--- src/core/console_io_pkg.sv ---
/*
  Constants shared by the console I/O and refresh control block:
  I/O addresses, field positions, reset values and refresh timing.
  Assumes a 20 MHz console clock.
*/
package console_io_pkg;

  // ---------------------------------------------------------------
  // Timing
  // ---------------------------------------------------------------
  localparam int clock_mhz = 20;
  localparam real refresh_period_us = 12.8;
  localparam int refresh_period_cycles =
    int'(refresh_period_us * clock_mhz);
  localparam int refresh_high_cycles = refresh_period_cycles / 2;
  localparam int refresh_cnt_width = $clog2(refresh_period_cycles);
  localparam int row_width = 7;
  localparam int step_width = 2;

  // ---------------------------------------------------------------
  // I/O addresses
  // ---------------------------------------------------------------
  localparam logic [7:0] upc_shift_status = 8'h00;
  localparam logic [7:0] misc_boot_status = 8'h01;
  localparam logic [7:0] bus_dclow_halt_status = 8'h02;
  localparam logic [7:0] ctrlp_disable_status = 8'h03;
  localparam logic [7:0] self_test_switch_status = 8'h04;
  localparam logic [7:0] supply5_carrier_status = 8'h05;
  localparam logic [7:0] slow_clock_remote_status = 8'h06;
  localparam logic [7:0] supply15_ring_status = 8'h07;
  localparam logic [7:0] cstore_write_byte0 = 8'h08;
  localparam logic [7:0] cstore_write_byte1 = 8'h09;
  localparam logic [7:0] cstore_write_byte2 = 8'h0a;
  localparam logic [7:0] interval_timer_data_port = 8'h1c;
  localparam logic [7:0] interval_timer_cmd_port = 8'h1d;
  localparam logic [7:0] ready_summary = 8'h20;
  localparam logic [7:0] cpu_run_clear = 8'h20;
  localparam logic [7:0] cpu_run_set = 8'h21;
  localparam logic [7:0] cpu_step_clear = 8'h22;
  localparam logic [7:0] cpu_step_set = 8'h23;
  localparam logic [7:0] csreg_step_clear = 8'h24;
  localparam logic [7:0] csreg_step_set = 8'h25;
  localparam logic [7:0] upc_step_clear = 8'h26;
  localparam logic [7:0] upc_step_set = 8'h27;
  localparam logic [7:0] memctl_ctl0_clear = 8'h28;
  localparam logic [7:0] memctl_ctl0_set = 8'h29;
  localparam logic [7:0] memctl_ctl1_clear = 8'h2a;
  localparam logic [7:0] memctl_ctl1_set = 8'h2b;
  localparam logic [7:0] timer_start_clear = 8'h2c;
  localparam logic [7:0] timer_start_set = 8'h2d;
  localparam logic [7:0] bus_busy_clear = 8'h2e;
  localparam logic [7:0] bus_busy_set = 8'h2f;
  localparam logic [7:0] bus_dclow_set = 8'h30;
  localparam logic [7:0] bus_dclow_clear = 8'h31;
  localparam logic [7:0] bus_aclow_set = 8'h32;
  localparam logic [7:0] bus_aclow_clear = 8'h33;
  localparam logic [7:0] bus_init_clear = 8'h34;
  localparam logic [7:0] bus_init_set = 8'h35;
  localparam logic [7:0] cstore_write_end = 8'h36;
  localparam logic [7:0] cstore_write_begin = 8'h37;

  // ---------------------------------------------------------------
  // Fields and reset values
  // ---------------------------------------------------------------
  localparam int upc_bit = 14;
  localparam int status_hi_bit = 7;
  localparam logic [7:0] undefined_read = 8'hff;
  localparam logic [23:0] cstore_data_reset = 24'h000000;
  localparam logic [7:0] summary_reset = 8'h00;

  typedef enum logic [1:0] {
    cyc_idle = 2'b00,
    cyc_refresh = 2'b01,
    cyc_access = 2'b10,
    cyc_done = 2'b11
  } cycle_state_t;

endpackage

--- src/core/step_link_if.sv ---
/*
  Carrier for the single-step enable set and clear strobes between
  the decoder and the step flip-flop module.
  Assumes one console clock domain.
*/
`timescale 1ns/1ns
interface step_link_if;
  logic [console_io_pkg::step_width:0] set_strobe;
  logic [console_io_pkg::step_width:0] clear_strobe;
  logic [console_io_pkg::step_width:0] enable;
  modport decoder (output set_strobe, output clear_strobe, input enable);
  modport flops (input set_strobe, input clear_strobe, output enable);
endinterface

--- src/core/step_flops.sv ---
/*
  Holds the three single-step enables: CPU clocks, control-store
  register clock and microprogram counter clock.
  Assumes strobes are one-cycle pulses on the console clock.
*/
`timescale 1ns/1ns
module step_flops
  import console_io_pkg::*;
(
  input wire logic clock,
  input wire logic reset,
  step_link_if.flops link
);
  typedef struct packed {
    logic [step_width:0] enable;
  } step_state_t;

  step_state_t state;
  step_state_t next_state;

  always_comb
  begin
    next_state = state;
    // Set wins when both strobes arrive together
    next_state.enable = (state.enable & ~link.clear_strobe)
      | link.set_strobe;
  end

  always_ff @(posedge clock or posedge reset)
  begin
    if (reset)
      state <= '0;
    else
      state <= next_state;
  end

  assign link.enable = state.enable;
endmodule // step_flops

--- src/core/console_io_refresh_control.sv ---
/*
  Console I/O map decode and console RAM refresh arbitration.
  Assumes the console processor presents a latched I/O or memory
  cycle (start pulse, address, read/write strobes) on this clock and
  holds one cycle at a time; pins from outside are synchronised here.
*/
`timescale 1ns/1ns
// Behaviour
// - Refresh waits while a serial-controller access is in progress.
// - Pending refresh at RAM access start keeps cycle start and long cycle.
// - RAM read or write follows the refresh inside the same cycle.
// - Sync flop set by refresh flag, cleared when request falls.
// - Control-store refresh starts on falling edge of the sync flop.
// - Address 00 reads microprogram counter bit 14 on data bit 7.
// - Writes 08, 09, 0A load control-store write data bytes.
// - 1C is timer data port, 1D timer command/status port.
// - Read 20 returns the ready summary byte.
// - Writes 22 to 27 clear or set three single-step enables.
// - Write 2C stops the interval timer, 2D starts it.
// - Write 34 clears console bus init, 35 asserts it.
// - Write 37 begins control-store write, 36 ends it.
// - 28 to 2B drive spare flops; 0B-1B, 1E, 1F unused.
// - Refresh request every 12.8 us; rising edge sets refresh flag.
// - Refresh drives 7-bit row counter, one strobe, increments after.
module console_io_refresh_control
  import console_io_pkg::*;
(
  input wire logic clock,
  input wire logic reset,
  input wire logic cycle_start,
  input wire logic [7:0] io_address,
  input wire logic is_io,
  input wire logic is_ram,
  input wire logic is_usart,
  input wire logic read_strobe,
  input wire logic write_strobe,
  input wire logic [7:0] write_data,
  input wire logic upc_bit14_pin,
  input wire logic [7:0] status_hi_pins,
  input wire logic [7:0] status_lo_pins,
  input wire logic [7:0] ready_pins,
  input wire logic [7:0] timer_read_data,
  output logic [7:0] read_data,
  output logic ready,
  output logic long_cycle,
  output logic start_cycle_ff,
  output logic refresh_cycle_flag,
  output logic refresh_sync_ff,
  output logic [row_width-1:0] refresh_row,
  output logic refresh_row_strobe,
  output logic ram_access_strobe,
  output logic cstore_refresh_start,
  output logic [23:0] cstore_write_data,
  output logic timer_data_select,
  output logic timer_cmd_select,
  output logic cpu_run,
  output logic [step_width:0] single_step_enable,
  output logic [1:0] memctl_spare_control,
  output logic interval_timer_run,
  output logic bus_busy_line,
  output logic dc_power_low_line,
  output logic ac_power_low_line,
  output logic console_bus_init,
  output logic cstore_write_active
);

  // ---------------------------------------------------------------
  // State
  // ---------------------------------------------------------------
  typedef struct packed {
    logic [refresh_cnt_width-1:0] divider;
    logic request;
    logic request_last;
    logic pending;
    logic flag;
    logic sync_ff;
    logic cs_start;
    logic [row_width-1:0] row;
    logic row_strobe;
    cycle_state_t cyc;
    logic ram_strobe;
    logic usart_busy;
    logic ready;
    logic long_cycle;
    logic start_ff;
    logic [7:0] read_data;
    logic [23:0] cs_data;
    logic timer_data_sel;
    logic timer_cmd_sel;
    logic cpu_run;
    logic [1:0] spare;
    logic timer_run;
    logic busy;
    logic dc_low;
    logic ac_low;
    logic init;
    logic cs_write;
    logic [1:0] upc_sync;
    logic [7:0] hi_meta;
    logic [7:0] hi_sync;
    logic [7:0] lo_meta;
    logic [7:0] lo_sync;
    logic [7:0] rdy_meta;
    logic [7:0] rdy_sync;
  } state_t;

  state_t state;
  state_t next_state;
  step_link_if step_link ();

  step_flops u_step_flops
  (
    .clock(clock),
    .reset(reset),
    .link(step_link.flops)
  );

  // ---------------------------------------------------------------
  // Next state
  // ---------------------------------------------------------------
  always_comb
  begin
    logic wr;
    logic rd;
    logic io_busy;
    wr = write_strobe & is_io;
    rd = read_strobe & is_io;
    io_busy = 1'b0;
    next_state = state;
    step_link.set_strobe = '0;
    step_link.clear_strobe = '0;

    // Pin synchronisers
    next_state.upc_sync = {state.upc_sync[0], upc_bit14_pin};
    next_state.hi_meta = status_hi_pins;
    next_state.hi_sync = state.hi_meta;
    next_state.lo_meta = status_lo_pins;
    next_state.lo_sync = state.lo_meta;
    next_state.rdy_meta = ready_pins;
    next_state.rdy_sync = state.rdy_meta;

    // Free-running request, half period high
    // Fixed period; the serial baud dividers live outside this block
    if (state.divider ==
      refresh_cnt_width'(refresh_period_cycles - 1))
      next_state.divider = '0;
    else
      next_state.divider = state.divider + 1'b1;
    next_state.request = state.divider <
      refresh_cnt_width'(refresh_high_cycles);
    next_state.request_last = state.request;

    // Serial access blocks refresh start
    if (cycle_start & is_usart)
      next_state.usart_busy = 1'b1;
    else if (state.usart_busy & ~read_strobe & ~write_strobe
      & ~state.long_cycle)
      next_state.usart_busy = 1'b0;
    // A refresh-extended cycle must let its own refresh run, else the
    // serial access and the refresh state would wait on each other
    io_busy = (state.usart_busy & (state.cyc != cyc_refresh))
      | (state.cyc == cyc_access);

    // Refresh flag: one row strobe, counter bumped at trailing edge
    next_state.row_strobe = 1'b0;
    if (state.flag)
    begin
      next_state.flag = 1'b0;
      next_state.row = state.row + 1'b1;
    end
    else if (state.pending & ~io_busy)
    begin
      next_state.flag = 1'b1;
      next_state.row_strobe = 1'b1;
      next_state.pending = 1'b0;
    end

    // Rising edge latched only while the sync flop is clear; it comes
    // after the clear above so that a new request edge is never lost
    if (state.request & ~state.request_last & ~state.sync_ff)
      next_state.pending = 1'b1;

    // Sync flop and control-store refresh edge
    if (state.flag)
      next_state.sync_ff = 1'b1;
    else if (~state.request)
      next_state.sync_ff = 1'b0;
    // One-cycle pulse; the control store times its own refresh from it
    next_state.cs_start = state.sync_ff & ~next_state.sync_ff;

    // RAM and serial long cycles
    next_state.ram_strobe = 1'b0;
    unique case (state.cyc)
      cyc_idle:
      begin
        if (cycle_start & (is_ram | is_usart))
        begin
          next_state.start_ff = 1'b1;
          next_state.long_cycle = 1'b1;
          next_state.ready = 1'b0;
          // Refresh first when one is pending or under way
          if (state.pending | state.flag)
            next_state.cyc = cyc_refresh;
          else
            next_state.cyc = cyc_access;
        end
      end
      cyc_refresh:
      begin
        // Extra wait state; start flop held until refresh done
        if (~state.flag & ~state.pending)
          next_state.cyc = cyc_access;
      end
      cyc_access:
      begin
        next_state.ram_strobe = is_ram;
        next_state.cyc = cyc_done;
      end
      cyc_done:
      begin
        next_state.start_ff = 1'b0;
        next_state.long_cycle = 1'b0;
        next_state.ready = 1'b1;
        next_state.cyc = cyc_idle;
      end
    endcase

    // Timer selects follow address for whole I/O cycle
    next_state.timer_data_sel = is_io
      & (io_address == interval_timer_data_port);
    next_state.timer_cmd_sel = is_io
      & (io_address == interval_timer_cmd_port);

    // Read mux; unmapped and write-only addresses float high
    // Status pins lag two clocks, so a read right after a change is old
    next_state.read_data = undefined_read;
    if (rd)
    begin
      unique case (io_address)
        upc_shift_status:
          next_state.read_data = {state.upc_sync[1], 7'h00};
        misc_boot_status, bus_dclow_halt_status, ctrlp_disable_status,
        self_test_switch_status, supply5_carrier_status,
        slow_clock_remote_status, supply15_ring_status:
          next_state.read_data = {state.hi_sync[io_address[2:0]], 6'h00,
            state.lo_sync[io_address[2:0]]};
        interval_timer_data_port, interval_timer_cmd_port:
          next_state.read_data = timer_read_data;
        ready_summary:
          next_state.read_data = state.rdy_sync;
        default:
          next_state.read_data = undefined_read;
      endcase
    end

    // Command strobes; data ignored except control-store bytes
    if (wr)
    begin
      unique case (io_address)
        cstore_write_byte0: next_state.cs_data[7:0] = write_data;
        cstore_write_byte1: next_state.cs_data[15:8] = write_data;
        cstore_write_byte2: next_state.cs_data[23:16] = write_data;
        cpu_run_clear: next_state.cpu_run = 1'b0;
        cpu_run_set: next_state.cpu_run = 1'b1;
        cpu_step_clear: step_link.clear_strobe[0] = 1'b1;
        cpu_step_set: step_link.set_strobe[0] = 1'b1;
        csreg_step_clear: step_link.clear_strobe[1] = 1'b1;
        csreg_step_set: step_link.set_strobe[1] = 1'b1;
        upc_step_clear: step_link.clear_strobe[2] = 1'b1;
        upc_step_set: step_link.set_strobe[2] = 1'b1;
        memctl_ctl0_clear: next_state.spare[0] = 1'b0;
        memctl_ctl0_set: next_state.spare[0] = 1'b1;
        memctl_ctl1_clear: next_state.spare[1] = 1'b0;
        memctl_ctl1_set: next_state.spare[1] = 1'b1;
        timer_start_clear: next_state.timer_run = 1'b0;
        timer_start_set: next_state.timer_run = 1'b1;
        bus_busy_clear: next_state.busy = 1'b0;
        bus_busy_set: next_state.busy = 1'b1;
        bus_dclow_set: next_state.dc_low = 1'b1;
        bus_dclow_clear: next_state.dc_low = 1'b0;
        bus_aclow_set: next_state.ac_low = 1'b1;
        bus_aclow_clear: next_state.ac_low = 1'b0;
        bus_init_clear: next_state.init = 1'b0;
        bus_init_set: next_state.init = 1'b1;
        cstore_write_end: next_state.cs_write = 1'b0;
        cstore_write_begin: next_state.cs_write = 1'b1;
        default: next_state.cpu_run = state.cpu_run;
      endcase
    end
  end

  // ---------------------------------------------------------------
  // Registers
  // ---------------------------------------------------------------
  always_ff @(posedge clock or posedge reset)
  begin
    if (reset)
    begin
      state <= '0;
      // Ready idles high so the first cycle after reset is not stretched
      state.ready <= 1'b1;
      state.read_data <= undefined_read;
      state.cs_data <= cstore_data_reset;
      state.rdy_sync <= summary_reset;
    end
    else
      state <= next_state;
  end

  // ---------------------------------------------------------------
  // Outputs, all flop driven
  // ---------------------------------------------------------------
  assign read_data = state.read_data;
  assign ready = state.ready;
  assign long_cycle = state.long_cycle;
  assign start_cycle_ff = state.start_ff;
  assign refresh_cycle_flag = state.flag;
  assign refresh_sync_ff = state.sync_ff;
  assign refresh_row = state.row;
  assign refresh_row_strobe = state.row_strobe;
  assign ram_access_strobe = state.ram_strobe;
  assign cstore_refresh_start = state.cs_start;
  assign cstore_write_data = state.cs_data;
  assign timer_data_select = state.timer_data_sel;
  assign timer_cmd_select = state.timer_cmd_sel;
  assign cpu_run = state.cpu_run;
  assign single_step_enable = step_link.enable;
  assign memctl_spare_control = state.spare;
  assign interval_timer_run = state.timer_run;
  assign bus_busy_line = state.busy;
  assign dc_power_low_line = state.dc_low;
  assign ac_power_low_line = state.ac_low;
  assign console_bus_init = state.init;
  assign cstore_write_active = state.cs_write;

endmodule // console_io_refresh_control

--- config.mk ---
export PLATFORM = sky130hd
export DESIGN_NAME = console_io_refresh_control
export DESIGN_NICKNAME = d
export VERILOG_FILES = /design/src/core/console_io_pkg.sv /design/src/core/step_link_if.sv /design/src/core/step_flops.sv /design/src/core/console_io_refresh_control.sv
export SDC_FILE = /design/constraint.sdc
export NUM_CORES = 1
export LEC_CHECK = 0
export BUFFER_PORTS_ARGS = -buffer_cell sky130_fd_sc_hd__buf_2
export CAP_MARGIN = 20
export CORE_UTILIZATION = 52
export CTS_CLUSTER_SIZE = 16
export DETAILED_ROUTE_END_ITERATION = 10
export PLACE_DENSITY = 0.81
export REMOVE_ABC_BUFFERS = 1
export SYNTH_ARGS = -nofsm -noshare
export SYNTH_HDL_FRONTEND = slang
export SYNTH_SLANG_ARGS = --single-unit
--- constraint.sdc ---
create_clock -name clock -period 4.3 [get_ports clock]
set_input_delay 0.86 -clock clock [delete_from_list [all_inputs] [get_ports clock]]
set_output_delay 0.86 -clock clock [all_outputs]
set_load 0.03 [all_outputs]
==> impl_metrics.toml <==
[setup_path]
crit_path_end_kind = "register"
worstRegToRegCells = 5
worst_ep_required_time_ns = 4.72
path_class = "primary input to register"
worstSetupStartpointType = "primary input"
crit_arrival_ns = 2.64
cp_max_fo = 23

[drt]
firstDrtPassIters = 4
wirelength_um = 8510
wl_per_cell_um = 15.61
via_per_inst = 5.075
drtIter0Drc = 103
ant_nets = 0
post-route-drc-count = 0
num_vias = 2766

[clock_network]
clk_pin_slew_worst_paths_ns = 0.06
post_cts_buffers = 0
cts_buffer_depth = 2
cts_tree = "yes"
h-tree-depth = 4
cts_sinks = 119
cts_buffers = 17
cts-root-buf = "clkbuf_8"
cts_hold_buf = 0
clk_latency_ns = 0.50
cts_resized = 0

[synthesis]
synth_cells = 338
yosys_warnings = 0
seq_area_frac_synth_pct = 63.95
synth_cell_types = 44
avgSynthCellArea_um2 = 13.83
synth_edf_count = 0
synthesis.area_um2 = 4674
synth-async-reset-ratio_pct = 100.0
synthFlopType = "dfrtp_1"
ys_ff_latch = 119

[global_route]
grt_usage_pct = 19.56
grt_pass1_wl_um = 14260
antenna_found_initial = 0
grt_start_max_net_pins = 52
first_global_vias = 2999
grt-ovfl-total = 0

[power_and_ir_drop]
irDropWorstVdd_mv = 0.2819
p_seq_share_pct = 43.4
clkPwrFrac_pct = 42.2
power.internal_mw = 2.083
p_per_area_nw_per_um2 = 526.6
swShare_pct = 29.35
power.net_switching_mw = 0.8654
pwr-share-comb_pct = 14.4
p_total_mw = 2.949
p_leak_nw = 2.846

[final_layout]
final_nets = 488
final_cells = 545
drive_gt1_share_pct = 47.37
diodes = 0
final_util_pct = 64.20
fillCellCount = 636
area.growth.synth_to_final_pct = 19.78

[worst_hold_path]
hold_depth = 0
hold_class = "register to register"

[floorplan]
die_y_um = 96.81
initial_core_util_pct = 53.60
core_um2 = 8721
rows = 34
die_w_um = 96.81
die_area_um2 = 9372
io_pins = 118

[sta]
clock_skew_ns = 0.01151
relSlewSlack_pct = 53.39
tightest_slew_ns = 0.6980
finalHoldViolations = 0
fin_crit_ns = 2.213
fin_hold_ws_ns = 0.3419
tns_ns = 0
rsz0062_at_grt = "no"
setup_viol = 0
finalMaxSlewViolations = 0
fmax_mhz = 451.8
period_share_pct = 51.47

[placement]
post-dp-hpwl_um = 6022
portBuffers = 115
dp_cells = 513
globalplace.congestion = 0.8441

[outcome]
outcome = "complete, no violations"

[job]
cap_violations = 0
## per-layer routing
layer  wire length [µm]  global-route usage [%]
met1               3586                   23.40
met2               4537                   33.48
met3                347                   5.997
met4                 38                   6.774
met5                  0                       0
## area by class of cell
class | instances | area (µm²) | share of cell area [%]
Tap cell | 108 | 135.1 | 2.413
Clock inverter | 15 | 122.6 | 2.190
Inverter | 9 | 36.28 | 0.6480
Sequential cell | 119 | 2989 | 53.39
Multi-Input combinational cell | 159 | 1304 | 23.28
Clock buffer | 17 | 414.1 | 7.397
Timing Repair Buffer | 118 | 598.1 | 10.68
## worst max-delay path: stages
cell	delay (ns)
buf_2	0.23
nor4_1	0.40
and3_1	0.45
o311ai_2	0.29
a311o_1	0.40
## sequential cells by signal, summed over array words and instances (netlist names), 2 cells and up
register,cells
cstore_write_data,24
refresh_row,7
u_step_flops.link.enable,3
memctl_spare_control,2
next_state,24
read_data,8
state,36
## stage by stage
stage | worst slack [ns] | cell area, µm²
finish | 2.087 | 5599
CTS | 2.087 | 5599
floorplan | 0.2974 | 4320
detailed placement | 1.593 | 5062
global route | 2.012 | 5599
global placement | 1.668 | 5062
## worst paths after layout
kind                                 from               endpoint  slack (ns)
setup / recovery            io_address[0]           read_data[7]        2.09
hold / removal             next_state[38]              state[38]        0.34
setup reg to reg                state[99]             state[111]        2.67
hold reg to reg            next_state[38]              state[38]        0.34
max in group asynchronous           reset  cstore_write_data[15]        2.91
min in group asynchronous           reset          next_state[6]        0.44
## cells in the final DEF (no fill, tap or decap), types with 7 or more instances in the layout
cell / instances
inv_1: 8
dfrtp_1: 110
o21ai_0: 8
nand2_1: 13
ha_1: 7
a221o_1: 8
clkbuf_16: 16
buf_2: 115
xor2_1: 7
mux2_2: 38
dfstp_2: 9
and3_1: 7
nor2_1: 21
## power groups by stage
stage | Combinational, mW | Sequential [mW] | Clock, mW
after detailed placement | 0.428 | 1.30 | 0
after floorplan | 0.171 | 1.40 | 0
after global routing | 0.462 | 1.29 | 1.33
final | 0.424 | 1.28 | 1.24
after CTS | 0.428 | 1.28 | 1.27
after global placement | 0.407 | 1.29 | 0
## cell usage after synthesis (7+ instances only)
library cell / number / area, µm²
nor2_1: 21 / 78.83
o21ai_0: 8 / 40.04
clkbuf_1: 7 / 26.28
a221o_1: 8 / 80.08
dfstp_2: 9 / 236.5
xor2_1: 7 / 61.31
mux2_2: 38 / 427.9
ha_1: 7 / 87.58
and3_1: 7 / 43.79
buf_4: 43 / 322.8
dfrtp_1: 110 / 2753
nand2_1: 13 / 48.80
inv_1: 9 / 33.78
## kinds of logic (layout without fill, tap and decap cells)
kind of cell	Yosys count	after routing	synth area share (%)
and+or+nand+nor	69	69	8.138
muxes	41	41	10.33
buffers and inverters	60	159	8.298
DFF	119	119	63.95
xor gates and xnor gates	11	11	2.061
AOI/OAI and AO/OA	31	31	5.354
adders and majority gates	7	7	1.874
No activity file was read; power rests on OpenSTA's default activity.
